--- src/vm_defines.svh ---
`ifndef VM_DEFINES_SVH
`define VM_DEFINES_SVH

// ----------------------------------------
// address layout
// ----------------------------------------
`define VM_ADDR_SPACE_BYTES  32768
`define VM_RAM_BYTES         1024
`define VM_RAM_BASE          16'h0000
`define VM_RAM_LAST          16'h03FF
`define VM_REG_LAST          16'h003F
`define VM_STACK_BASE        16'h0100
`define VM_STACK_LAST        16'h017F
`define VM_PROG_BASE         16'h8000
`define VM_PROG_LAST         16'hFFFF
`define VM_VEC_BASE          16'hFFE0
`define VM_VEC_RSVD_LAST     16'hFFED

// ----------------------------------------
// vector slots
// ----------------------------------------
`define VM_VEC_USB           16'hFFEE
`define VM_VEC_SERIAL        16'hFFF0
`define VM_VEC_I2C           16'hFFF2
`define VM_VEC_TIMER         16'hFFF4
`define VM_VEC_EXT           16'hFFF6
`define VM_VEC_USB_RESUME    16'hFFF8
`define VM_VEC_FLASH         16'hFFFA
`define VM_VEC_TRAP          16'hFFFC
`define VM_VEC_RESET         16'hFFFE

// ----------------------------------------
// source numbering and masks
// ----------------------------------------
`define VM_NSRC              9
`define VM_SRC_USB           0
`define VM_SRC_SERIAL        1
`define VM_SRC_I2C           2
`define VM_SRC_TIMER         3
`define VM_SRC_EXT           4
`define VM_SRC_USB_RESUME    5
`define VM_SRC_FLASH         6
`define VM_SRC_TRAP          7
`define VM_SRC_RESET         8
`define VM_MASKABLE          9'h07F
`define VM_HALT_WAKE         9'h170

// ----------------------------------------
// apb registers (byte addresses)
// ----------------------------------------
`define VM_OFF_EXT_FLAGS     12'h008
`define VM_OFF_STATUS        12'h040
`define VM_OFF_IRQ_MASK      12'h044
`define VM_OFF_CTRL          12'h048
`define VM_OFF_VECTOR        12'h04C
`define VM_OFF_DECODE_ADDR   12'h050
`define VM_OFF_DECODE_RES    12'h054
`define VM_RST_EXT_FLAGS     8'h00
`define VM_RST_MASK          9'h000
`define VM_CTRL_IMASK_BIT    0
`define VM_CTRL_HALT_BIT     1
`define VM_CTRL_RESET        2'h1
`define VM_ST_VEC_DONE_BIT   0
`define VM_ST_WAKE_BIT       1
`define VM_ST_BAD_BIT        2

`endif

--- src/vm_pkg.sv ---
`default_nettype none
package vm_pkg;
	typedef enum logic [2:0] {
		VM_REGION_RAM   = 3'h0,
		VM_REGION_REGS  = 3'h1,
		VM_REGION_STACK = 3'h2,
		VM_REGION_PROG  = 3'h3,
		VM_REGION_VEC   = 3'h4,
		VM_REGION_RSVD  = 3'h5
	} vm_region_t;

	typedef struct packed {
		vm_region_t region;
		logic       reserved;
		logic       vector_area;
	} vm_decode_t;

	typedef struct packed {
		logic        valid;
		logic [3:0]  source;
		logic [15:0] address;
	} vm_vector_t;
endpackage : vm_pkg
`default_nettype wire

--- src/vm_addr_decode.sv ---
`include "vm_defines.svh"
`default_nettype none
module vm_addr_decode (
	input  wire logic [15:0]   addr,
	output vm_pkg::vm_decode_t dec
);
	// ----------------------------------------
	// region compare
	// ----------------------------------------
	wire logic in_regs  = addr <= `VM_REG_LAST;
	wire logic in_ram   = addr <= `VM_RAM_LAST;
	wire logic in_stack = addr >= `VM_STACK_BASE && addr <= `VM_STACK_LAST;
	wire logic in_prog  = addr >= `VM_PROG_BASE;
	wire logic in_vec   = addr >= `VM_VEC_BASE;
	wire logic in_vrsvd = in_vec && addr <= `VM_VEC_RSVD_LAST;

	assign dec.vector_area = in_vec;
	assign dec.reserved    = !(in_ram || in_prog) || in_vrsvd;
	assign dec.region      = in_regs  ? vm_pkg::VM_REGION_REGS  :
				 in_stack ? vm_pkg::VM_REGION_STACK :
				 in_ram   ? vm_pkg::VM_REGION_RAM   :
				 in_vrsvd ? vm_pkg::VM_REGION_RSVD  :
				 in_vec   ? vm_pkg::VM_REGION_VEC   :
				 in_prog  ? vm_pkg::VM_REGION_PROG  :
					    vm_pkg::VM_REGION_RSVD;
endmodule : vm_addr_decode
`default_nettype wire

--- src/vm_interrupt_map.sv ---
// Register access over APB was decided locally.
`include "vm_defines.svh"
`default_nettype none
module vm_interrupt_map (
	input  wire logic        pclk,
	input  wire logic        presetn,
	input  wire logic        psel,
	input  wire logic        penable,
	input  wire logic        pwrite,
	input  wire logic [11:0] paddr,
	input  wire logic [31:0] pwdata,
	output logic      [31:0] prdata,
	output logic             pready,
	output logic             pslverr,
	input  wire logic [7:0]  external_interrupt_inputs,
	input  wire logic        usb_irq,
	input  wire logic        async_serial_interface_irq,
	input  wire logic        i2c_irq,
	input  wire logic        timer_irq,
	input  wire logic        usb_resume_irq,
	input  wire logic        flash_prog_irq,
	input  wire logic        trap_req,
	input  wire logic        soft_reset_req,
	input  wire logic        cpu_ack,
	input  wire logic [15:0] cpu_addr,
	input  wire logic        cpu_valid,
	output logic             vector_valid,
	output logic      [15:0] vector_addr,
	output logic      [3:0]  vector_source,
	output logic             halt_exit,
	output logic             cpu_access_reserved,
	output logic      [2:0]  cpu_region,
	output logic             irq
);
	// ----------------------------------------
	// pin synchronisers
	// ----------------------------------------
	logic [7:0] ext_s1_q;
	logic [7:0] ext_s2_q;
	logic [7:0] ext_s3_q;
	always_ff @(posedge pclk or negedge presetn) begin
		if (!presetn) begin
			ext_s1_q <= 8'h00;
			ext_s2_q <= 8'h00;
			ext_s3_q <= 8'h00;
		end else begin
			ext_s1_q <= external_interrupt_inputs;
			ext_s2_q <= ext_s1_q;
			ext_s3_q <= ext_s2_q;
		end
	end
	wire logic [7:0] ext_rise = ext_s2_q & ~ext_s3_q;

	// ----------------------------------------
	// apb decode
	// ----------------------------------------
	wire logic wr_en   = psel && penable && pwrite;
	wire logic hit_ext = paddr == `VM_OFF_EXT_FLAGS;
	wire logic hit_st  = paddr == `VM_OFF_STATUS;
	wire logic hit_msk = paddr == `VM_OFF_IRQ_MASK;
	wire logic hit_ctl = paddr == `VM_OFF_CTRL;
	wire logic hit_vec = paddr == `VM_OFF_VECTOR;
	wire logic hit_da  = paddr == `VM_OFF_DECODE_ADDR;
	wire logic hit_dr  = paddr == `VM_OFF_DECODE_RES;
	wire logic mapped  = hit_ext | hit_st | hit_msk | hit_ctl | hit_vec | hit_da | hit_dr;

	// ----------------------------------------
	// state
	// ----------------------------------------
	logic [7:0]          ext_flags_q;
	logic [1:0]          ctrl_q;
	logic [2:0]          status_q;
	logic [2:0]          irq_mask_q;
	logic [15:0]         probe_addr_q;
	logic [`VM_NSRC-1:0] pend_q;
	logic [31:0]         prdata_q;

	wire logic imask  = ctrl_q[`VM_CTRL_IMASK_BIT];
	wire logic halted = ctrl_q[`VM_CTRL_HALT_BIT];

	vm_pkg::vm_vector_t vsel;
	vm_pkg::vm_decode_t cpu_dec;
	vm_pkg::vm_decode_t probe_dec;

	vm_vector_sel u_sel (
		.pending (pend_q),
		.imask   (imask),
		.vec     (vsel)
	);

	vm_addr_decode u_cpu_dec (
		.addr (cpu_addr),
		.dec  (cpu_dec)
	);

	vm_addr_decode u_probe_dec (
		.addr (probe_addr_q),
		.dec  (probe_dec)
	);

	// ----------------------------------------
	// external flags: set wins over clear
	// ----------------------------------------
	wire logic       ext_wr  = wr_en && hit_ext;
	wire logic [7:0] ext_d   = (ext_wr ? (ext_flags_q & ~pwdata[7:0]) : ext_flags_q) | ext_rise;
	wire logic       ext_any = |ext_flags_q;

	// ----------------------------------------
	// pending requests
	// ----------------------------------------
	wire logic [`VM_NSRC-1:0] new_req = {soft_reset_req, trap_req, flash_prog_irq,
					     usb_resume_irq, ext_any, timer_irq, i2c_irq,
					     async_serial_interface_irq, usb_irq};
	wire logic [`VM_NSRC-1:0] ack_vec = (cpu_ack && vsel.valid) ?
					    (`VM_NSRC'(1) << vsel.source) : '0;
	// every slot latches until taken; ext slot is set again each cycle any ext flag is set
	wire logic [`VM_NSRC-1:0] pend_d  = (pend_q & ~ack_vec) | new_req;

	// halt wakes only for wake sources, mask bit not considered
	wire logic wake = |(new_req & `VM_HALT_WAKE);

	// ----------------------------------------
	// events into status
	// ----------------------------------------
	wire logic ev_vec = cpu_ack && vsel.valid;
	wire logic ev_wake = halted && wake;
	wire logic ev_bad  = cpu_valid && cpu_dec.reserved;
	wire logic [2:0] ev = {ev_bad, ev_wake, ev_vec};
	wire logic st_wr = wr_en && hit_st;
	wire logic [2:0] status_d = (st_wr ? (status_q & ~pwdata[2:0]) : status_q) | ev;

	wire logic ctl_wr = wr_en && hit_ctl;
	wire logic halted_d = ev_wake ? 1'b0 :
			      ctl_wr  ? pwdata[`VM_CTRL_HALT_BIT] : halted;
	// halted in bit 1, cpu mask in bit 0
	wire logic [1:0] ctrl_d = {halted_d, ctl_wr ? pwdata[`VM_CTRL_IMASK_BIT] : imask};

	always_ff @(posedge pclk or negedge presetn) begin
		if (!presetn) begin
			ext_flags_q  <= `VM_RST_EXT_FLAGS;
			ctrl_q       <= `VM_CTRL_RESET;
			status_q     <= 3'h0;
			irq_mask_q   <= 3'h0;
			probe_addr_q <= 16'h0000;
			pend_q       <= `VM_RST_MASK;
		end else begin
			ext_flags_q  <= ext_d;
			ctrl_q       <= ctrl_d;
			status_q     <= status_d;
			irq_mask_q   <= (wr_en && hit_msk) ? pwdata[2:0] : irq_mask_q;
			probe_addr_q <= (wr_en && hit_da) ? pwdata[15:0] : probe_addr_q;
			pend_q       <= pend_d;
		end
	end

	// ----------------------------------------
	// apb read path
	// ----------------------------------------
	wire logic [31:0] probe_word = {16'h0000, 8'h00, 2'h0, probe_dec.vector_area,
					probe_dec.reserved, 1'b0, probe_dec.region};
	wire logic [31:0] rd_mux = hit_ext ? {24'h0, ext_flags_q} :
				   hit_st  ? {29'h0, status_q} :
				   hit_msk ? {29'h0, irq_mask_q} :
				   hit_ctl ? {30'h0, ctrl_q} :
				   hit_vec ? {11'h0, vsel.valid, vsel.source, vsel.address} :
				   hit_da  ? {16'h0, probe_addr_q} :
				   hit_dr  ? probe_word : 32'h0;

	always_ff @(posedge pclk or negedge presetn) begin
		if (!presetn) begin
			prdata_q <= 32'h0000_0000;
		end else if (psel && !penable && !pwrite) begin
			prdata_q <= rd_mux;
		end
	end

	assign prdata  = prdata_q;
	assign pready  = 1'b1;
	assign pslverr = psel && penable && !mapped;

	// ----------------------------------------
	// cpu side outputs
	// ----------------------------------------
	assign vector_valid        = vsel.valid;
	assign vector_addr         = vsel.address;
	assign vector_source       = vsel.source;
	assign halt_exit           = ev_wake;
	assign cpu_access_reserved = ev_bad;
	assign cpu_region          = cpu_dec.region;
	assign irq                 = |(status_q & irq_mask_q);
endmodule : vm_interrupt_map
`default_nettype wire

--- src/vm_vector_sel.sv ---
`include "vm_defines.svh"
`default_nettype none
module vm_vector_sel (
	input  wire logic [`VM_NSRC-1:0] pending,
	input  wire logic                imask,
	output vm_pkg::vm_vector_t       vec
);
	// ----------------------------------------
	// slot table and priority pick
	// ----------------------------------------
	function automatic logic [15:0] slot(input logic [3:0] s);
		case (s)
			4'h0:    slot = `VM_VEC_USB;
			4'h1:    slot = `VM_VEC_SERIAL;
			4'h2:    slot = `VM_VEC_I2C;
			4'h3:    slot = `VM_VEC_TIMER;
			4'h4:    slot = `VM_VEC_EXT;
			4'h5:    slot = `VM_VEC_USB_RESUME;
			4'h6:    slot = `VM_VEC_FLASH;
			4'h7:    slot = `VM_VEC_TRAP;
			default: slot = `VM_VEC_RESET;
		endcase
	endfunction : slot

	wire logic [`VM_NSRC-1:0] eligible = pending & ~({`VM_NSRC{imask}} & `VM_MASKABLE);
	logic [3:0] pick;

	// highest slot wins, reset above trap above the rest
	always_comb begin
		pick = 4'h0;
		for (int i = 0; i < `VM_NSRC; i++) begin
			if (eligible[i]) begin
				pick = 4'(i);
			end
		end
	end

	assign vec.valid   = |eligible;
	assign vec.source  = pick;
	assign vec.address = slot(pick);
endmodule : vm_vector_sel
`default_nettype wire
--- config.mk ---
export PLATFORM = sky130hd
export DESIGN_NAME = vm_interrupt_map
export DESIGN_NICKNAME = d
export VERILOG_FILES = /design/src/vm_pkg.sv /design/src/vm_addr_decode.sv /design/src/vm_interrupt_map.sv /design/src/vm_vector_sel.sv
export VERILOG_INCLUDE_DIRS = /design/src
export SDC_FILE = /design/constraint.sdc
export NUM_CORES = 1
export LEC_CHECK = 0
export BUFFER_PORTS_ARGS = -buffer_cell sky130_fd_sc_hd__buf_2
export CORE_MARGIN = 2
export CORE_UTILIZATION = 30
export CTS_CLUSTER_DIAMETER = 60
export DETAILED_ROUTE_END_ITERATION = 6
export GPL_ROUTABILITY_DRIVEN = 1
export PLACE_DENSITY = 0.59
export SYNTH_ARGS = -nofsm -noshare
export SYNTH_HDL_FRONTEND = slang
export SYNTH_SLANG_ARGS = --single-unit
--- constraint.sdc ---
create_clock -name pclk -period 2.2 [get_ports pclk]
set_input_delay 0.22 -clock pclk [delete_from_list [all_inputs] [get_ports pclk]]
set_output_delay 0.22 -clock pclk [all_outputs]
set_load 0.1 [all_outputs]
==> impl_metrics.toml, run 1 <==
[status]
status = "complete, but fails checks"
violations = "setup timing"

[clock_network]
cts_max_level = 3
clk_latency_ns = 0.35
clkSinkCount = 86
cts_tree = "built"
numCtsBuffers = 9
cts_root_buf = "clkbuf_16"
clk_path_buf_depth = 2
cts.clk_slew.worst_paths_ns = 0.06

[sta]
rsz0062_at_grt = "true"
setup_viol_count_final = 1
hold_ws_ns = 0.0521
setup_ws_ns = -0.00414
fin_crit_ns = 2.20
tightestPinTransition_ns = 0.554
skew_ns = 0.00626
hold_viol_final = 0
period_share_pct = 100
fmax_ghz = 0.454
max_slew_margin_pct = 63.0
slew_violations = 0

[detailed_routing]
drc = 0
via_per_inst = 4.77
drtAntennaViolNets = 0
wirelength_mm = 10.8
wl_per_cell_um = 14.9
firstDrtPassIters = 4
vias = 3461
drtIter0Drc = 200

[pwr]
p_leak_nw = 2.58
peakVddDrop_mv = 0.425
power_frac_seq_pct = 41.0
sw_frac_of_total_pct = 35.4
switchingPower_mw = 1.45
power_frac_comb_pct = 23.6
power.internal_mw = 2.65
clock_power_share_pct = 35.4
p_per_area_nw_per_um2 = 729

[yosys]
synth_area_sq_um = 4170
ys_seq_area_share_pct = 51.6
synth_top_area_share_pct = 51.0
synth_ff_type = "dfrtp_1"
ys_async_sr_fraction_pct = 100
synthTopCellsByCount = "85 x dfrtp_1, 41 x nand2_1, 30 x nor2_1"
netlist_instances = 404
synth_top_area_cell = "dfrtp_1"
synth.most_common_cell = "dfrtp_1"
synth_cell_types = 64
yosysWarnings = 0
syn_area_per_cell_sq_um = 10.3
ys_ff_latch = 86
synth_enable_flop_cells = 0
synth.area.top_cells = "dfrtp_1 51%, mux2_2 5.1%, buf_4 4.5%"

[critical_path]
path_class = "reg -> out"
startpoint_type = "flop"
worstPathRequired_ns = 1.98
end_kind = "output port"
path_max_fanout = 5
cp.arrival_ns = 1.98

[placement]
hpwl_mm = 8.45
dp_slack_ns = 0.0287
portBuffers = 103
gp_congestion = 0.848

[floorplanning]
dieArea_sq_um = 14900
initial_utilization_pct = 30.4
dieWidth_um = 122
die_y_um = 122
placementRows = 43
fp.coreArea_sq_um = 13700
ios = 144

[global_route]
antenna_found_initial = 2
grt_first_pass_wirelength_mm = 17.9
grt_pass1_vias = 3469
track_usage_pct = 15.6
grt_max_degree = 48
grt-ovfl-total = 0

[min_path]
min_path_type = "in -> reg"

[run]
cap_violations = 0

[cells_and_area]
drive_gt1_share_pct = 36.2
post-route-util_pct = 41.0
area_growth_pct = 34.8
fin_nets = 626
## power groups by stage
stage	sequential, mW	clock, mW	combinational, mW
after floorplan	1.98	0	0.468
after global placement	1.71	0	0.944
after detailed placement	1.71	0	0.952
after CTS	1.68	1.49	0.974
after global routing	1.69	1.55	1.02
final	1.68	1.45	0.970
## sequential cells by signal, indices dropped and copies added (netlist names)
name and flops:
ext_flags_q 8, status_q 3, ext_s3_q 8, ext_s1_q 8, ext_s2_q 8, ctrl_q 2, probe_addr_q 16, pend_q 9
irq_mask_q 3, prdata 21
## final cells by class
| type | count | area [sq um] |
|---|---|---|
| clock buffer | 10 | 239 |
| multi-input combinational | 278 | 1920 |
| timing repair buffer | 141 | 946 |
| antenna | 2 | 5.00 |
| clock inverter | 6 | 45.0 |
| inverter | 23 | 91.3 |
| fill | 1350 | 8100 |
| sequential | 86 | 2150 |
| tap | 180 | 225 |
## critical path, cell delays in order, from the launching register on
cell	delay, ns
dfrtp_2	0.46
nor4_4	0.34
a221oi_4	0.13
ha_4	0.20
buf_4	0.14
a21oi_4	0.17
buf_12	0.19
## cells by family (layout without fill, tap and decap cells)
family / count (synthesis) / after routing / share of synthesized area, %
AO/OA/AOI/OAI: 91 / 91 / 15.6
adder cells (fa/ha/maj): 4 / 4 / 1.20
buffers and inverters: 62 / 180 / 7.98
flip-flops: 86 / 86 / 51.6
multiplexers: 21 / 21 / 5.61
other: 2 / 26 / 0.180
AND/OR/NAND/NOR: 138 / 138 / 17.8
## metal layers
| layer | vias up | GRT usage [%] | routed length [um] | part of all wire, % |
|---|---|---|---|---|
| met5 | - | 0 | 0 | 0 |
| li1 | 1679 | - | - | - |
| met2 | 127 | 24.3 | 4920 | 45 |
| met4 | 0 | 5.46 | 159 | 1.5 |
| met3 | 13 | 3.84 | 674 | 6.2 |
| met1 | 1642 | 21.3 | 5090 | 47 |
## stage by stage
stage	cells	total power, mW	setup TNS [ns]	area, sq um
final	726	4.10	-0.00414	5620
after global placement	692	2.65	0	5180
after global routing	724	4.26	-0.127	5620
after floorplan	426	2.45	-0.521	4400
after detailed placement	692	2.66	0	5180
after CTS	723	4.14	-0.0301	5600
## final timing paths
path                             startpoint  slack, ns  cells after the start        endpoint
min in group asynchronous           presetn       0.32                      2     ext_s2_q[0]
worst max register to register    pend_q[3]       0.09                     10       pend_q[6]
max in group asynchronous           presetn       1.25                      3       ctrl_q[0]
worst min-delay path                i2c_irq       0.05                      2       pend_q[2]
worst max-delay path              pend_q[6]     -0.004                      6  vector_addr[3]
worst min register to register  ext_s1_q[0]       0.35                      0     ext_s2_q[0]
## cell usage in the layout (no fill, tap or decap), drive strengths merged, types with 10 or more instances in the layout
master    n
nor4     10
dfrtp    85
conb     24
buf     132
nand3    13
a21oi    10
nor2     30
mux2     19
nand2    41
clkbuf   10
inv      25
o21ai    12
a21o     10
a31oi    14
## timing repair
action | in CTS | in global routing
buffers inserted | 6 | 1
hold buffers | 9 | 0
gates resized for setup | 2 | 2
hold endpoints to repair | 29 | 0
setup endpoints to repair | 3 | 2
pin swaps | 3 | 3
No activity file was read; power rests on OpenSTA's default activity.
==> run 2: changes to the inputs <==
--- a/config.mk
+++ b/config.mk
@@ -7,6 +7,7 @@
 export NUM_CORES = 1
 export LEC_CHECK = 0
 export BUFFER_PORTS_ARGS = -buffer_cell sky130_fd_sc_hd__buf_2
+export CORE_ASPECT_RATIO = 1.2
 export CORE_MARGIN = 2
 export CORE_UTILIZATION = 30
 export CTS_CLUSTER_DIAMETER = 60
==> run 2 against run 1 <==
Compared with the run above: largest cell class unchanged; critical endpoint unchanged; clock power increased by 14%; flip-flop and latch count unchanged; sequential power about the same; first-iteration DRC count decreased by 23%; the flow now finishes without violations.
==> impl_metrics.toml, run 2 (synthesis results as in run 1) <==
[status]
status = "completed"

[detailed_routing]
vias = 3449
drtIter0Drc = 155
drc = 0
via_per_inst = 4.83
wl_per_cell_um = 15.0
wirelength_mm = 10.7
firstDrtPassIters = 4
drtAntennaViolNets = 0

[floorplanning]
dieArea_sq_um = 14900
die_y_um = 133
fp.coreArea_sq_um = 13700
initial_utilization_pct = 30.4
placementRows = 47
dieWidth_um = 112
ios = 144

[sta]
period_share_pct = 99.0
fmax_ghz = 0.459
setup_viol_count_final = 0
setup_ws_ns = 0.0214
skew_ns = 0.00764
rsz0062_at_grt = "true"
slew_violations = 0
hold_viol_final = 0
fin_crit_ns = 2.18

[critical_path]
startpoint_type = "flop"
crit_chain = "inv_1 > o21a_1 > o21ai_2 > ha_4 > nor3_4 > a21oi_4 > buf_12"
worst_path_max_delay_cell = "dfstp_2"
worstPathRequired_ns = 1.98
cp.arrival_ns = 1.96
path_class = "reg -> out"
path_max_fanout = 4
reg2reg_depth = 9
slowest_delay_ns = 0.59
end_kind = "output port"

[global_route]
track_usage_pct = 15.1
grt_max_degree = 37
grt_pass1_vias = 3637
grt-ovfl-total = 0
antenna_found_initial = 2
grt_first_pass_wirelength_mm = 18.1

[placement]
dp_slack_ns = 0.0354
hpwl_mm = 8.34
gp_congestion = 0.865
portBuffers = 103

[clock_network]
clk_path_buf_depth = 2
clkSinkCount = 86
cts.clk_slew.worst_paths_ns = 0.06
clk_latency_ns = 0.34
numCtsBuffers = 9
cts_root_buf = "clkbuf_16"
cts_max_level = 3
cts_tree = "built"

[cells_and_area]
area_growth_pct = 34.7
multiInputGateArea_sq_um = 1920
layout_common_cells = "94 x buf_2, 84 x dfrtp_1, 39 x nand2_1"
largest_reg_flops = 21
nFillCells = 1339
antennaDiodeCount = 0
post-route-util_pct = 41.0
layout_commonest_cell = "buf_2"
regArea_sq_um = 2150
drive_gt1_share_pct = 36.3
fin_nets = 625

[pwr]
power.internal_mw = 2.87
power_frac_comb_pct = 22.4
p_leak_nw = 2.60
switchingPower_mw = 1.42
power_frac_seq_pct = 39.2
clock_power_share_pct = 38.4
peakVddDrop_mv = 0.306
p_per_area_nw_per_um2 = 764
sw_frac_of_total_pct = 33.1

[min_path]
min_path_type = "in -> reg"
hold-path-cell-count = 2

[run]
cap_violations = 0
==> run 2: path summary, 6_finish.rpt <==
| check | from | endpoint | slack (ns) |
|---|---|---|---|
| max | ctrl_q[0] | vector_addr[3] | 0.02 |
| min | i2c_irq | pend_q[2] | 0.05 |
| max reg2reg | pend_q[6] | pend_q[5] | 0.14 |
| min reg2reg | ext_s1_q[7] | ext_s2_q[7] | 0.35 |
| max in group asynchronous | presetn | ctrl_q[0] | 1.18 |
| min in group asynchronous | presetn | ext_s3_q[3] | 0.38 |
==> run 2: final cells by class <==
type                            instances  area share, %
Sequential cell                        86           38.3
Multi-Input combinational cell        278           34.2
Timing Repair Buffer                  140           16.3
Clock buffer                           11           4.32
Tap cell                              171           3.81
Inverter                               23           1.63
Clock inverter                          5           1.47
==> run 2: critical path, delay by kind of cell (launching register included) <==
kind	cells	cell delay [ns]
compound gates	3	0.45
buf+inv	2	0.29
fa+ha+maj	1	0.23
flops	1	0.59
simple gates	1	0.06
==> run 2: layer usage <==
layer	share of wire [%]	wire length, um	global-route usage, %	vias to the layer above
li1	-	-	-	1684
met1	44	4720	18.7	1656
met2	49	5240	24.9	90
met3	5.1	546	4.05	17
met4	2.0	213	6.45	2
met5	0.075	8	0	-
==> run 2: metrics by stage <==
| stage | total power, mW | instances | cell area (sq um) | setup TNS (ns) | hold WS [ns] |
|---|---|---|---|---|---|
| 3_5_place_dp | 2.66 | 683 | 5140 | 0 | 0.207 |
| 5_1_grt | 4.46 | 714 | 5620 | -0.158 | 0.0482 |
| 3_3_place_gp | 2.65 | 683 | 5140 | 0 | 0.205 |
| 6_report | 4.29 | 714 | 5620 | 0 | 0.0529 |
| 4_1_cts | 4.33 | 712 | 5590 | -0.0508 | 0.0408 |
| 2_1_floorplan | 2.45 | 426 | 4400 | -0.521 | -0.0756 |
==> run 2: timing repair <==
action / in CTS / in global routing
gates resized for setup: 4 / 2
buffers inserted: 4 / 2
endpoints found under the setup margin: 5 / 5
hold buffers: 9 / 0
hold endpoints to repair: 41 / 0
pin swaps: 5 / 2
==> run 2: power by group through the flow <==
stage          combinational (mW)  clock (mW)  sequential [mW]
6_report                    0.960        1.65             1.68
5_1_grt                      1.01        1.76             1.69
4_1_cts                     0.962        1.69             1.68
3_5_place_dp                0.944           0             1.71
3_3_place_gp                0.937           0             1.71
2_1_floorplan               0.468           0             1.98
==> run 3: changes to the inputs <==
--- a/config.mk
+++ b/config.mk
@@ -13,7 +13,7 @@
 export CTS_CLUSTER_DIAMETER = 60
 export DETAILED_ROUTE_END_ITERATION = 6
 export GPL_ROUTABILITY_DRIVEN = 1
-export PLACE_DENSITY = 0.59
+export PLACE_DENSITY = 0.57
 export SYNTH_ARGS = -nofsm -noshare
 export SYNTH_HDL_FRONTEND = slang
 export SYNTH_SLANG_ARGS = --single-unit
==> constraint.sdc (replaced) <==
create_clock -name pclk -period 2.02 [get_ports pclk]
set_input_delay 0.202 -clock pclk [delete_from_list [all_inputs] [get_ports pclk]]
set_output_delay 0.202 -clock pclk [all_outputs]
set_load 0.1 [all_outputs]
==> run 3 against run 2 <==
Compared with the run above: the run now ends with setup timing left; non-clock buffer count up 19; sequential power grew 9%; register-to-register slack got worse by 0.10 ns; first-iteration DRC count increased by 16%; combinational power grew 15%; largest cell class unchanged; cell count is 2.7% higher; via count increased by 1.9%.
==> impl_metrics.toml, run 3 (synthesis results as in run 1) <==
[status]
status = "complete, but fails checks"
violations = "setup timing"

[cells_and_area]
drive_gt1_share_pct = 40.7
nFillCells = 1315
post-route-util_pct = 43.2
regArea_sq_um = 2160
multiInputGateArea_sq_um = 2000
layout_commonest_cell = "buf_2"
layout_common_cells = "91 x buf_2, 83 x dfrtp_1, 45 x buf_4"
fin_nets = 644
antennaDiodeCount = 0
largest_reg_flops = 21
area_growth_pct = 41.9

[placement]
gp_congestion = 0.834
dp_slack_ns = -0.0511
hpwl_mm = 8.46
portBuffers = 103

[detailed_routing]
wirelength_mm = 11.0
drtIter0Drc = 180
vias = 3516
firstDrtPassIters = 4
via_per_inst = 4.80
drc = 0
wl_per_cell_um = 15.0
drtAntennaViolNets = 0

[sta]
max_slew_margin_pct = 66.0
rsz0062_at_grt = "true"
fmax_ghz = 0.457
period_share_pct = 108
hold_viol_final = 0
setup_ws_ns = -0.167
slew_violations = 0
fin_crit_ns = 2.19
tightestPinTransition_ns = 0.509
skew_ns = 0.00599
setup_viol_count_final = 5

[clock_network]
clkSinkCount = 86
cts_root_buf = "clkbuf_16"
clk_latency_ns = 0.34
numCtsBuffers = 9
clk_path_buf_depth = 2
cts.clk_slew.worst_paths_ns = 0.06
cts_tree = "built"
cts_max_level = 3

[critical_path]
r2r_end = "pend_q[6]"
worstPathRequired_ns = 1.82
path_class = "reg -> out"
slowest_delay_ns = 0.42
startpoint_type = "flop"
reg2reg_depth = 12
end_kind = "output port"
startpoint = "pend_q[1]"
path_max_fanout = 4
reg2reg_slack_ns = 0.04
cp.arrival_ns = 1.99
crit_chain = "inv_1 > o21ai_1 > a221oi_4 > ha_4 > buf_6 > a21oi_4 > buf_12"
worstReg2RegStart = "pend_q[2]"
worst_path_max_delay_cell = "dfrtp_1"

[floorplanning]
die_y_um = 133
placementRows = 47
fp.coreArea_sq_um = 13700
ios = 144
dieArea_sq_um = 14900
initial_utilization_pct = 30.4
dieWidth_um = 112

[min_path]
min_path_type = "in -> reg"
whs_endpoint = "pend_q[7]"
hold-path-cell-count = 2
hp-start = "trap_req"

[global_route]
grt_max_degree = 38
grt_first_pass_wirelength_mm = 18.2
grt-ovfl-total = 0
track_usage_pct = 15.3
antenna_found_initial = 0
grt_pass1_vias = 3499

[pwr]
p_per_area_nw_per_um2 = 815
p_leak_nw = 2.73
peakVddDrop_mv = 0.314

[run]
cap_violations = 0
-- run 3: through the flow --
| step | instance area [sq um] | TNS, ns | total power [mW] | hold WS [ns] | std cells |
|---|---|---|---|---|---|
| floorplan | 4420 | -0.183 | 2.67 | -0.0936 | 426 |
| global placement | 5290 | -0.121 | 2.91 | 0.197 | 698 |
| detailed placement | 5290 | -0.277 | 2.92 | 0.206 | 698 |
| CTS | 5840 | -0.338 | 4.85 | 0.0330 | 728 |
| global route | 5920 | -0.829 | 5.00 | 0.0307 | 733 |
| finish | 5920 | -0.277 | 4.83 | 0.0357 | 733 |
-- run 3: worst max path at each step --
stage                     end  slack, ns  depth (start not counted)
2_1_floorplan  vector_addr[3]      -0.13                          6
3_3_place_gp    irq_mask_q[2]      -0.03                          5
3_5_place_dp      status_q[1]      -0.05                          7
4_1_cts        vector_addr[3]      -0.18                          6
5_1_grt        vector_addr[3]      -0.23                          7
6_report       vector_addr[3]      -0.17                          7
-- run 3: final cells by class --
class                      instances  share of cell area [%]
clock buffer                      11                    3.93
timing repair buffer             159                    18.9
inverter                          23                    1.59
multi-input combinational        278                    33.7
sequential                        86                    36.4
tap                              171                    3.62
clock inverter                     5                    1.80
-- run 3: metal layers --
layer	routed length, um	vias to the layer above	global-route usage (%)
li1	-	1713	-
met1	4870	1704	19.5
met2	5430	87	25.7
met3	559	12	4.09
met4	136	0	4.39
met5	0	-	0
-- run 3: repair_timing --
item	4_1_cts	5_1_grt
gates resized for setup	22	11
setup endpoints to repair	9	13
cloned	0	0
buffers inserted	8	5
pin swaps	14	7
hold endpoints to repair	42	0
hold buffers	9	0
-- run 3: worst max-delay path: cells and delay by family, from the launching register on --
kind                     cells  cell delay, ns
buffers and inverters        3            0.37
flip-flops                   1            0.42
adder cells (fa/ha/maj)      1            0.22
AO/OA/AOI/OAI                3            0.63
-- run 3: report_power, final --
group / switching (mW) / internal (mW) / total [mW]
combinational: 0.848 / 0.249 / 1.10
sequential: 0.0393 / 1.79 / 1.83
clock: 0.683 / 1.21 / 1.90
